## src/shared/block_read_pkg.sv

```systemverilog
// Shared constants and types for the block-interrupt read command handler.
// Assumes a single 25 MHz clock domain and a 32-bit AXI4-Lite register bus.
package block_read_pkg;
  // ----------------------------------------------------------------------
  // Register map (byte addresses on the register bus)
  // ----------------------------------------------------------------------
  localparam int AXI_AW = 6;
  localparam logic [5:0] OFS_DATA = 6'h00;
  localparam logic [5:0] OFS_ERR_FEAT = 6'h04;
  localparam logic [5:0] OFS_SECCNT = 6'h08;
  localparam logic [5:0] OFS_SECNUM = 6'h0c;
  localparam logic [5:0] OFS_CYLLO = 6'h10;
  localparam logic [5:0] OFS_CYLHI = 6'h14;
  localparam logic [5:0] OFS_DEVHEAD = 6'h18;
  localparam logic [5:0] OFS_STAT_CMD = 6'h1c;
  localparam logic [5:0] OFS_DEVCTL = 6'h20;
  localparam logic [5:0] OFS_BLKSIZE = 6'h24;
  localparam logic [5:0] OFS_IRQ_STAT = 6'h28;
  localparam logic [5:0] OFS_IRQ_MASK = 6'h2c;
  localparam logic [1:0] RESP_OKAY = 2'h0;
  localparam logic [1:0] RESP_SLVERR = 2'h2;

  // ----------------------------------------------------------------------
  // Opcodes, field positions and reset values
  // ----------------------------------------------------------------------
  localparam logic [7:0] OP_READ_MULT = 8'hc4;
  localparam logic [7:0] OP_READ_MULT_EXT = 8'h29;
  localparam int ER_UNC = 6;
  localparam int ER_IDN = 4;
  localparam int ER_ABT = 2;
  localparam int HOB_BIT = 7;
  localparam int IRQ_BLOCK = 0;
  localparam int IRQ_ERROR = 1;
  localparam int IRQ_W = 2;
  localparam int WORDS_PER_SECTOR = 256;
  localparam logic [7:0] DEVHEAD_RST = 8'ha0;
  localparam logic [7:0] BLKSIZE_RST = 8'h00;
  localparam logic [1:0] IRQ_MASK_RST = 2'h0;
  localparam logic [16:0] CNT_EXT_ZERO = 17'h10000;
  localparam logic [16:0] CNT_STD_ZERO = 17'h00100;

  // ----------------------------------------------------------------------
  // Types
  // ----------------------------------------------------------------------
  typedef enum logic [1:0] {
    S_IDLE = 2'b00,
    S_FETCH = 2'b01,
    S_XFER = 2'b10
  } cmd_state_t;

  // One 16-bit word from the media side, or an error marker in its place.
  typedef struct packed {
    logic [15:0] word;
    logic err;
    logic uncorrectable_data_flag;
  } media_beat_t;

  // A task-file byte with its current and previous written value.
  typedef struct packed {
    logic [7:0] cur;
    logic [7:0] prev;
  } tf_byte_t;
endpackage

```

## src/verilog/block_read_cmd.sv

```systemverilog
// Block-interrupt multi-sector read command handler with AXI4-Lite task file.
// Assumes a media engine on the same clock that streams 16-bit words.
//
// What this block does
// - Command write of C4h starts the 28-bit block-interrupt read.
// - Command write of 29h starts the 48-bit extended block-interrupt read.
// - Reads one or more sectors from media, then hands them to the host.
// - Sector data leaves through the data register one 16-bit word at a time.
// - Interrupt raised once per block of sectors, not per sector.
// - Otherwise behaves like the plain sector read: busy, data request, completion.
// - On completion or error the address is returned in the task file.
// - Extended count is previous:current bytes; zero means 65,536 sectors.
// - Extended address: current bytes give bits 23:0, previous give 47:24.
// - High-byte select picks upper or lower three address bytes on readback.
//
// The register offsets and the AXI4-Lite slave port were decided locally.
`timescale 1ns/10ps
`default_nettype none
module block_read_cmd (
  input wire logic clock,
  input wire logic rst_n,
  input wire logic [block_read_pkg::AXI_AW-1:0] s_axi_awaddr,
  input wire logic s_axi_awvalid,
  output logic s_axi_awready,
  input wire logic [31:0] s_axi_wdata,
  input wire logic [3:0] s_axi_wstrb,
  input wire logic s_axi_wvalid,
  output logic s_axi_wready,
  output logic [1:0] s_axi_bresp,
  output logic s_axi_bvalid,
  input wire logic s_axi_bready,
  input wire logic [block_read_pkg::AXI_AW-1:0] s_axi_araddr,
  input wire logic s_axi_arvalid,
  output logic s_axi_arready,
  output logic [31:0] s_axi_rdata,
  output logic [1:0] s_axi_rresp,
  output logic s_axi_rvalid,
  input wire logic s_axi_rready,
  input wire block_read_pkg::media_beat_t media_beat,
  input wire logic media_valid,
  output logic media_ready,
  output logic media_req,
  output logic [47:0] media_lba,
  output logic irq
);
  import block_read_pkg::*;

  // ----------------------------------------------------------------------
  // Declarations
  // ----------------------------------------------------------------------
  logic aw_v_q, aw_v_d, w_v_q, w_v_d, b_v_q, b_v_d;
  logic [5:0] aw_a_q, aw_a_d;
  logic [31:0] w_d_q, w_d_d;
  logic w_s_q, w_s_d;
  logic [1:0] b_r_q, b_r_d;
  logic ar_v_q, ar_v_d, r_v_q, r_v_d;
  logic [5:0] ar_a_q, ar_a_d;
  logic [31:0] r_d_q, r_d_d;
  logic [1:0] r_r_q, r_r_d;
  logic wr_go, rd_go, rd_wait, pop, wr_hit, rd_hit;
  logic [7:0] rd_byte;
  tf_byte_t seccnt_q, seccnt_d, secnum_q, secnum_d;
  tf_byte_t cyllo_q, cyllo_d, cylhi_q, cylhi_d;
  logic [7:0] devhead_q, devhead_d, blksize_q, blksize_d;
  logic hob_q, hob_d;
  cmd_state_t state_q, state_d;
  logic ext_q, ext_d, errst_q, errst_d, word_v_q, word_v_d;
  logic [15:0] word_q, word_d;
  logic [47:0] lba_q, lba_d, start_lba;
  logic [7:0] err_q, err_d, status;
  logic [16:0] sec_total;
  logic cmd_wr, op_hit, start, abort, beat, res_ld;
  logic [47:0] res_lba;
  logic [IRQ_W-1:0] evt, irq_stat, irq_mask;
  logic sector_end, block_end, cmd_end;

  // Decode of the register map; unmapped words answer with a slave error.
  function automatic logic mapped(input logic [5:0] a);
    mapped = (a[1:0] == 2'b00) && (a <= OFS_IRQ_MASK);
  endfunction

  // Pick the current or previous byte of a task-file register.
  function automatic logic [7:0] tf_rd(input tf_byte_t r, input logic high_byte_readback_select);
    tf_rd = high_byte_readback_select ? r.prev : r.cur;
  endfunction

  // A host write moves the current byte into the previous slot.
  function automatic tf_byte_t tf_wr(input tf_byte_t r, input logic [7:0] v);
    tf_wr = '{cur: v, prev: r.cur};
  endfunction

  // ----------------------------------------------------------------------
  // AXI4-Lite slave
  // ----------------------------------------------------------------------
  assign s_axi_awready = !aw_v_q;
  assign s_axi_wready = !w_v_q;
  assign s_axi_arready = !ar_v_q && !r_v_q;
  assign s_axi_bvalid = b_v_q;
  assign s_axi_bresp = b_r_q;
  assign s_axi_rvalid = r_v_q;
  assign s_axi_rdata = r_d_q;
  assign s_axi_rresp = r_r_q;
  assign wr_go = aw_v_q && w_v_q && !b_v_q;
  assign wr_hit = wr_go && w_s_q;
  // In S_XFER a data read waits for the next word rather than returning stale data.
  assign rd_wait = (ar_a_q == OFS_DATA) && (state_q == S_XFER) && !word_v_q;
  assign rd_go = ar_v_q && !r_v_q && !rd_wait;
  assign rd_hit = rd_go && (ar_a_q == OFS_DATA) && (state_q == S_XFER);
  assign pop = rd_hit;

  // Register read multiplexer.
  always_comb begin
    rd_byte = 8'h00;
    case (ar_a_q)
      OFS_ERR_FEAT: rd_byte = err_q;
      OFS_SECCNT: rd_byte = tf_rd(seccnt_q, hob_q);
      OFS_SECNUM: rd_byte = tf_rd(secnum_q, hob_q);
      OFS_CYLLO: rd_byte = tf_rd(cyllo_q, hob_q);
      OFS_CYLHI: rd_byte = tf_rd(cylhi_q, hob_q);
      OFS_DEVHEAD: rd_byte = devhead_q;
      OFS_STAT_CMD: rd_byte = status;
      OFS_DEVCTL: rd_byte = {hob_q, 7'h00};
      OFS_BLKSIZE: rd_byte = blksize_q;
      OFS_IRQ_STAT: rd_byte = {6'h00, irq_stat};
      OFS_IRQ_MASK: rd_byte = {6'h00, irq_mask};
      default: rd_byte = 8'h00;
    endcase
  end

  // Address and data channels are held separately and joined when both are in.
  always_comb begin
    aw_v_d = aw_v_q;
    aw_a_d = aw_a_q;
    w_v_d = w_v_q;
    w_d_d = w_d_q;
    w_s_d = w_s_q;
    b_v_d = b_v_q && !s_axi_bready;
    b_r_d = b_r_q;
    ar_v_d = ar_v_q;
    ar_a_d = ar_a_q;
    r_v_d = r_v_q && !s_axi_rready;
    r_d_d = r_d_q;
    r_r_d = r_r_q;
    if (s_axi_awvalid && s_axi_awready) begin
      aw_v_d = 1'b1;
      aw_a_d = s_axi_awaddr;
    end
    if (s_axi_wvalid && s_axi_wready) begin
      w_v_d = 1'b1;
      w_d_d = s_axi_wdata;
      w_s_d = s_axi_wstrb[0];
    end
    if (wr_go) begin
      aw_v_d = 1'b0;
      w_v_d = 1'b0;
      b_v_d = 1'b1;
      b_r_d = mapped(aw_a_q) ? RESP_OKAY : RESP_SLVERR;
    end
    if (s_axi_arvalid && s_axi_arready) begin
      ar_v_d = 1'b1;
      ar_a_d = s_axi_araddr;
    end
    if (rd_go) begin
      ar_v_d = 1'b0;
      r_v_d = 1'b1;
      r_r_d = mapped(ar_a_q) ? RESP_OKAY : RESP_SLVERR;
      r_d_d = (ar_a_q == OFS_DATA) ? {16'h0000, pop ? word_q : 16'h0000} : {24'h000000, rd_byte};
    end
  end

  always_ff @(posedge clock) begin
    if (!rst_n) begin
      aw_v_q <= 1'b0;
      aw_a_q <= 6'h00;
      w_v_q <= 1'b0;
      w_d_q <= 32'h00000000;
      w_s_q <= 1'b0;
      b_v_q <= 1'b0;
      b_r_q <= RESP_OKAY;
      ar_v_q <= 1'b0;
      ar_a_q <= 6'h00;
      r_v_q <= 1'b0;
      r_d_q <= 32'h00000000;
      r_r_q <= RESP_OKAY;
    end else begin
      aw_v_q <= aw_v_d;
      aw_a_q <= aw_a_d;
      w_v_q <= w_v_d;
      w_d_q <= w_d_d;
      w_s_q <= w_s_d;
      b_v_q <= b_v_d;
      b_r_q <= b_r_d;
      ar_v_q <= ar_v_d;
      ar_a_q <= ar_a_d;
      r_v_q <= r_v_d;
      r_d_q <= r_d_d;
      r_r_q <= r_r_d;
    end
  end

  // ----------------------------------------------------------------------
  // Task file
  // ----------------------------------------------------------------------
  // Host writes land only while idle; a finished command loads its address.
  always_comb begin
    seccnt_d = seccnt_q;
    secnum_d = secnum_q;
    cyllo_d = cyllo_q;
    cylhi_d = cylhi_q;
    devhead_d = devhead_q;
    blksize_d = blksize_q;
    hob_d = hob_q;
    if (res_ld) begin
      secnum_d = '{cur: res_lba[7:0], prev: res_lba[31:24]};
      cyllo_d = '{cur: res_lba[15:8], prev: res_lba[39:32]};
      cylhi_d = '{cur: res_lba[23:16], prev: res_lba[47:40]};
      if (!ext_q) begin
        devhead_d = {devhead_q[7:4], res_lba[27:24]};
      end
    end else if (wr_hit && state_q == S_IDLE) begin
      case (aw_a_q)
        OFS_SECCNT: seccnt_d = tf_wr(seccnt_q, w_d_q[7:0]);
        OFS_SECNUM: secnum_d = tf_wr(secnum_q, w_d_q[7:0]);
        OFS_CYLLO: cyllo_d = tf_wr(cyllo_q, w_d_q[7:0]);
        OFS_CYLHI: cylhi_d = tf_wr(cylhi_q, w_d_q[7:0]);
        OFS_DEVHEAD: devhead_d = w_d_q[7:0];
        OFS_DEVCTL: hob_d = w_d_q[HOB_BIT];
        OFS_BLKSIZE: blksize_d = w_d_q[7:0];
        default: hob_d = hob_q;
      endcase
    end
  end

  always_ff @(posedge clock) begin
    if (!rst_n) begin
      seccnt_q <= '0;
      secnum_q <= '0;
      cyllo_q <= '0;
      cylhi_q <= '0;
      devhead_q <= DEVHEAD_RST;
      blksize_q <= BLKSIZE_RST;
      hob_q <= 1'b0;
    end else begin
      seccnt_q <= seccnt_d;
      secnum_q <= secnum_d;
      cyllo_q <= cyllo_d;
      cylhi_q <= cylhi_d;
      devhead_q <= devhead_d;
      blksize_q <= blksize_d;
      hob_q <= hob_d;
    end
  end

  // ----------------------------------------------------------------------
  // Command engine
  // ----------------------------------------------------------------------
  assign cmd_wr = wr_hit && (aw_a_q == OFS_STAT_CMD) && (state_q == S_IDLE);
  assign op_hit = (w_d_q[7:0] == OP_READ_MULT) || (w_d_q[7:0] == OP_READ_MULT_EXT);
  assign start = cmd_wr && op_hit && (blksize_q != 8'h00);
  assign abort = cmd_wr && op_hit && (blksize_q == 8'h00);
  // Zero counts expand to the full range of each form.
  assign sec_total = (w_d_q[7:0] == OP_READ_MULT_EXT)
    ? (({seccnt_q.prev, seccnt_q.cur} == 16'h0000) ? CNT_EXT_ZERO : {1'b0, seccnt_q.prev, seccnt_q.cur})
    : ((seccnt_q.cur == 8'h00) ? CNT_STD_ZERO : {9'h000, seccnt_q.cur});
  assign start_lba = (w_d_q[7:0] == OP_READ_MULT_EXT)
    ? {cylhi_q.prev, cyllo_q.prev, secnum_q.prev, cylhi_q.cur, cyllo_q.cur, secnum_q.cur}
    : {20'h00000, devhead_q[3:0], cylhi_q.cur, cyllo_q.cur, secnum_q.cur};
  // One word slot only: the media side stalls until the host drains it.
  assign media_ready = (state_q != S_IDLE) && !word_v_q;
  assign media_req = (state_q != S_IDLE);
  assign media_lba = lba_q;
  assign beat = media_valid && media_ready;
  // Busy while fetching, data request while the host drains a block.
  assign status = {state_q == S_FETCH, 1'b1, 1'b0, 1'b1, state_q == S_XFER, 1'b0, 1'b0, errst_q};

  always_comb begin
    state_d = state_q;
    ext_d = ext_q;
    lba_d = lba_q;
    word_d = word_q;
    word_v_d = word_v_q;
    err_d = err_q;
    errst_d = errst_q;
    evt = '0;
    res_ld = 1'b0;
    res_lba = lba_q;
    case (state_q)
      S_IDLE: begin
        if (start) begin
          state_d = S_FETCH;
          ext_d = (w_d_q[7:0] == OP_READ_MULT_EXT);
          lba_d = start_lba;
          err_d = 8'h00;
          errst_d = 1'b0;
        end else if (abort) begin
          err_d = 8'h00;
          err_d[ER_ABT] = 1'b1;
          errst_d = 1'b1;
          evt[IRQ_ERROR] = 1'b1;
        end
      end
      S_FETCH, S_XFER: begin
        if (beat && media_beat.err) begin
          state_d = S_IDLE;
          word_v_d = 1'b0;
          err_d = 8'h00;
          err_d[ER_UNC] = media_beat.uncorrectable_data_flag;
          err_d[ER_IDN] = !media_beat.uncorrectable_data_flag;
          errst_d = 1'b1;
          evt[IRQ_ERROR] = 1'b1;
          res_ld = 1'b1;
        end else if (beat) begin
          word_d = media_beat.word;
          word_v_d = 1'b1;
          if (state_q == S_FETCH) begin
            state_d = S_XFER;
            evt[IRQ_BLOCK] = 1'b1;
          end
        end else if (pop) begin
          word_v_d = 1'b0;
          if (sector_end) begin
            lba_d = lba_q + 48'h000000000001;
          end
          if (cmd_end) begin
            state_d = S_IDLE;
            res_ld = 1'b1;
          end else if (block_end) begin
            state_d = S_FETCH;
          end
        end
      end
      default: state_d = S_IDLE;
    endcase
  end

  always_ff @(posedge clock) begin
    if (!rst_n) begin
      state_q <= S_IDLE;
      ext_q <= 1'b0;
      lba_q <= 48'h000000000000;
      word_q <= 16'h0000;
      word_v_q <= 1'b0;
      err_q <= 8'h00;
      errst_q <= 1'b0;
    end else begin
      state_q <= state_d;
      ext_q <= ext_d;
      lba_q <= lba_d;
      word_q <= word_d;
      word_v_q <= word_v_d;
      err_q <= err_d;
      errst_q <= errst_d;
    end
  end

  sector_tracker #(.WORDS(WORDS_PER_SECTOR)) u_track (
    .clock(clock),
    .rst_n(rst_n),
    .start(start),
    .sec_total(sec_total),
    .blk_size(blksize_q),
    .adv(pop),
    .sector_end(sector_end),
    .block_end(block_end),
    .cmd_end(cmd_end)
  );

  event_irq #(.W(IRQ_W)) u_irq (
    .clock(clock),
    .rst_n(rst_n),
    .evt(evt),
    .clr_we(wr_hit && aw_a_q == OFS_IRQ_STAT),
    .mask_we(wr_hit && aw_a_q == OFS_IRQ_MASK),
    .wr_bits(w_d_q[IRQ_W-1:0]),
    .stat_q(irq_stat),
    .mask_q(irq_mask),
    .irq(irq)
  );
endmodule
`default_nettype wire

```

## src/verilog/event_irq.sv

```systemverilog
// Sticky event status with write-one-to-clear, mask and one level interrupt.
// Assumes events and clear strobes are on the same clock.
`timescale 1ns/10ps
`default_nettype none
module event_irq #(
  parameter int W = 2
) (
  input wire logic clock,
  input wire logic rst_n,
  input wire logic [W-1:0] evt,
  input wire logic clr_we,
  input wire logic mask_we,
  input wire logic [W-1:0] wr_bits,
  output logic [W-1:0] stat_q,
  output logic [W-1:0] mask_q,
  output logic irq
);
  import block_read_pkg::*;

  if (W < 1) begin : g_bad_w
    $error("event_irq: W must be at least 1");
  end

  logic [W-1:0] stat_d, mask_d;

  // A new event wins over a clear in the same cycle, so none is lost.
  always_comb begin
    stat_d = (stat_q & ~(clr_we ? wr_bits : '0)) | evt;
    mask_d = mask_we ? wr_bits : mask_q;
  end

  always_ff @(posedge clock) begin
    if (!rst_n) begin
      stat_q <= '0;
      mask_q <= W'(IRQ_MASK_RST);
    end else begin
      stat_q <= stat_d;
      mask_q <= mask_d;
    end
  end

  assign irq = |(stat_q & mask_q);
endmodule
`default_nettype wire

```

## src/verilog/sector_tracker.sv

```systemverilog
// Word, sector and block counters for one multi-sector read.
// Assumes start and adv never arrive in the same cycle.
`timescale 1ns/10ps
`default_nettype none
module sector_tracker #(
  parameter int WORDS = 256
) (
  input wire logic clock,
  input wire logic rst_n,
  input wire logic start,
  input wire logic [16:0] sec_total,
  input wire logic [7:0] blk_size,
  input wire logic adv,
  output logic sector_end,
  output logic block_end,
  output logic cmd_end
);
  import block_read_pkg::*;

  if (WORDS < 2 || WORDS > 256) begin : g_bad_words
    $error("sector_tracker: WORDS must lie in 2..256");
  end

  logic [7:0] word_q, word_d;
  logic [16:0] sec_q, sec_d;
  logic [7:0] blk_q, blk_d;
  logic [7:0] blk_size_q, blk_size_d;

  // Flags describe the word currently offered to the host.
  assign sector_end = (word_q == 8'(WORDS - 1));
  assign cmd_end = sector_end && (sec_q == 17'h00001);
  assign block_end = sector_end && ((blk_q == 8'h01) || cmd_end);

  // Count down sectors and sectors left in the block; reload per block.
  always_comb begin
    word_d = word_q;
    sec_d = sec_q;
    blk_d = blk_q;
    blk_size_d = blk_size_q;
    if (start) begin
      word_d = 8'h00;
      sec_d = sec_total;
      blk_d = blk_size;
      blk_size_d = blk_size;
    end else if (adv) begin
      word_d = sector_end ? 8'h00 : word_q + 8'h01;
      if (sector_end) begin
        sec_d = sec_q - 17'h00001;
        blk_d = (blk_q == 8'h01) ? blk_size_q : blk_q - 8'h01;
      end
    end
  end

  always_ff @(posedge clock) begin
    if (!rst_n) begin
      word_q <= 8'h00;
      sec_q <= 17'h00000;
      blk_q <= 8'h00;
      blk_size_q <= 8'h00;
    end else begin
      word_q <= word_d;
      sec_q <= sec_d;
      blk_q <= blk_d;
      blk_size_q <= blk_size_d;
    end
  end
endmodule
`default_nettype wire
```

## config.mk

```make
export PLATFORM = sky130hd
export DESIGN_NAME = block_read_cmd
export DESIGN_NICKNAME = d
export VERILOG_FILES = /design/src/shared/block_read_pkg.sv /design/src/verilog/block_read_cmd.sv /design/src/verilog/event_irq.sv /design/src/verilog/sector_tracker.sv
export SDC_FILE = /design/constraint.sdc
export NUM_CORES = 1
export LEC_CHECK = 0
export BUFFER_PORTS_ARGS = -buffer_cell sky130_fd_sc_hd__clkbuf_2
export CORE_UTILIZATION = 27
export CTS_CLUSTER_DIAMETER = 30
export DETAILED_ROUTE_END_ITERATION = 12
export GPL_ROUTABILITY_DRIVEN = 0
export HOLD_SLACK_MARGIN = 0.1
export SYNTH_ARGS = -nofsm -noshare
export SYNTH_HDL_FRONTEND = slang
export SYNTH_SLANG_ARGS = --single-unit
```

## constraint.sdc

```tcl
create_clock -name clock -period 4.54 [get_ports clock]
set_input_delay 0.227 -clock clock [delete_from_list [all_inputs] [get_ports clock]]
set_output_delay 0.227 -clock clock [all_outputs]
set_load 0.01 [all_outputs]
```

==> flow_summary.toml <==
[status]
status = "finished with violations"
violations = "DRC"

[sta]
fin_skew_ns = 0.0230
slew_viol_final = 0
tightest_slew_ns = 1.12
setup_viol = 0
rsz0062_at_grt = "no"
holdWs_ns = 0.224
setup-tns-final_ns = 0
final-hold-violation-count = 0
period_share_pct = 75.9
fmax_ghz = 0.290
period_minus_slack_ns = 3.45
relSlewSlack_pct = 25.4

[layout]
fill_cells = 4840
layout-drive-gt1-share_pct = 15.9
multi_input_area_sq_mm = 0.00734
area_growth_pct = 26.7
seq_area_sq_mm = 0.00484
diodes = 0
final_nets = 1802
fin_cells = 2369
fin_util_pct = 34.7

[logic_synthesis]
ys.flop_type = "dfxtp_1"
yosysSeqAreaShare_pct = 37.9
syn_area_per_cell_sq_um = 8.04
netlist_top_cells_count = "dfxtp_1, nand2_1, nor2_1"
async_reset_ff_share_pct = 0
ys_ff_latch = 242
yosysWarnings = 0
synth_top_cell_area_share_pct = 37.9
syn_inst = 1590
yosys.area.top_type = "dfxtp_1"
ys_types = 83
yosysMostFrequentCell = "dfxtp_1"
netlist_area_sq_mm = 0.0128
yosys-top-cells-area = "dfxtp_1, mux2i_1, nand2_1"
synth_edf_count = 0

[floorplan]
rows = 79
coreArea_sq_mm = 0.0467
die_w_um = 220
ios = 166
die_y_um = 220
start_util_pct = 27.4
fp.dieArea_sq_mm = 0.0482

[clocking]
cts_buffers = 53
clk_pin_slew_ns = 0.05
clock_latency_ns = 0.57
clk_path_buf_depth = 3
h-tree-depth = 2
numClockSinks = 242
cts_tree = "done"
cts_setup_buffers = 0
root_buffer = "clkbuf_16"

[critical_path]
worstPathRequired_ns = 5.03
cp.arrival_ns = 3.93
cp_max_fo = 102
end_kind = "register"
r2r_end = "seccnt_q[7]"
r2r_start = "ar_a_q[2]"
crit_type = "register to register"
r2r_cells = 6
reg2reg_slack_ns = 1.09
crit_path_start_kind = "register"

[placed_design]
dpl.cell_count = 2228
dpl.hpwl_um = 31700
port_buffers = 120

[drt]
wl_per_cell_um = 19.4
via_per_inst = 5.45
drt_iter0_drc = 1254
drc = 6
ant_nets = 0
dr.pass1.iters = 11
drt_wl_total_um = 46100
num_vias = 12900

[global_route]
grt_max_degree = 134
grt_pass1_wl_um = 71700
grt_usage_pct = 18.9
grt.overflow.total = 0
antenna_found_initial = 0
first_global_vias = 12400

[pwr]
finalPower_w = 0.00667
power.share.clock_pct = 63.2
netSwitchingFraction_pct = 22.7
power_frac_comb_pct = 3.7
p_leak_nw = 6.16
switchingPower_w = 0.00152
p_seq_share_pct = 33.1
peakVddDrop_uv = 257
intPower_w = 0.00515
power_density_mw_per_mm2 = 412

[hold_path]
hold_depth = 5
hold_path_class = "input pin to register"
worstHoldStart = "media_beat[1]"
hold_end = "word_q[13]"

[run]
max-cap-violations = 0
[layer usage]
layer,up-vias,wire length (um),share of wire [%],GRT usage (%)
met4,0,2020,4.4,9.01
li1,6040,-,-,-
met2,537,21200,46,30.3
met3,114,3030,6.6,3.46
met1,6222,19800,43,24.5
met5,-,0,0,0
[layout make-up]
class / instances / share of cell area, %
multi-input combinational: 1213 / 45.3
sequential: 242 / 29.9
clock buffer: 60 / 8.86
timing repair buffer: 183 / 7.28
tap: 607 / 4.69
clock inverter: 39 / 3.31
inverter: 25 / 0.611
[power by group through the flow]
stage	Clock (W)	Sequential [W]	Combinational [W]
finish	0.00421	0.00221	0.000247
global route	0.00436	0.00221	0.000270
CTS	0.00425	0.00221	0.000246
detailed placement	0	0.00225	0.000216
global placement	0	0.00225	0.000212
floorplan	0	0.00222	0.000157
[through the flow]
stage                     instance area (sq um)  setup slack, ns
after floorplan                           12800             2.26
after global placement                    13800             1.19
after detailed placement                  13800             1.11
after CTS                                 16200             1.09
after global routing                      16200            0.850
final                                     16200             1.09
[cell usage in the layout, fill, tap and decap left out, drive strengths merged, types with 11 or more instances in the layout]
cell / instances
a211oi: 76
a21oi: 125
a22oi: 15
a31oi: 16
and2: 15
and3: 23
buf: 21
bufinv: 11
clkbuf: 180
clkinv: 12
clkinvlp: 11
conb: 18
dfxtp: 242
dlygate4sd3: 42
inv: 30
mux2i: 111
nand2: 208
nand2b: 12
nand3: 41
nand4: 31
nor2: 167
nor2b: 15
nor3: 42
nor4: 29
o21a: 12
o21ai: 93
or3: 13
xor2: 12
[worst max-delay path: stages, from the launching register on]
cell and delay (ns):
dfxtp_1 0.94, nor4_4 0.15, and3_1 0.34, nand4_2 0.20
and2_4 0.84, and4_4 0.62, mux2i_1 0.25
[worst max path at each step]
stage / end / depth (start not counted) / slack [ns] / startpoint
after floorplan: media_lba[44] / 7 / 2.26 / media_lba[0]
after global placement: seccnt_q[6] / 6 / 1.19 / ar_a_q[2]
after detailed placement: seccnt_q[7] / 6 / 1.11 / ar_a_q[2]
after CTS: seccnt_q[7] / 6 / 1.09 / ar_a_q[2]
after global routing: seccnt_q[7] / 6 / 0.85 / ar_a_q[2]
final: seccnt_q[7] / 6 / 1.09 / ar_a_q[2]
[cells by family (layout without fill, tap and decap cells)]
| group | after synthesis | count (layout) | synth area share, % |
|---|---|---|---|
| AO/OA/AOI/OAI | 402 | 402 | 19.7 |
| multiplexers | 123 | 123 | 10.3 |
| adder cells (fa/ha/maj) | 10 | 10 | 0.979 |
| XOR/XNOR | 20 | 20 | 1.37 |
| buffers and inverters | 152 | 307 | 5.38 |
| flip-flops | 242 | 242 | 37.9 |
| other | 1 | 18 | 0.0293 |
| AND/OR/NAND/NOR | 640 | 640 | 24.4 |
[flip-flops by register name, indices dropped and copies added, names as in the netlist, 16 cells and up]
register       flops
media_lba         48
u_track.sec_q     17
cylhi_q           16
cyllo_q           16
s_axi_rdata       16
seccnt_q          16
secnum_q          16
word_q            16
[timing repair]
action / CTS / global route
hold buffers: 42 / 0
gates resized for setup: 0 / 0
endpoints found under the hold margin: 43 / 0
(Power assumes the default switching activity.)
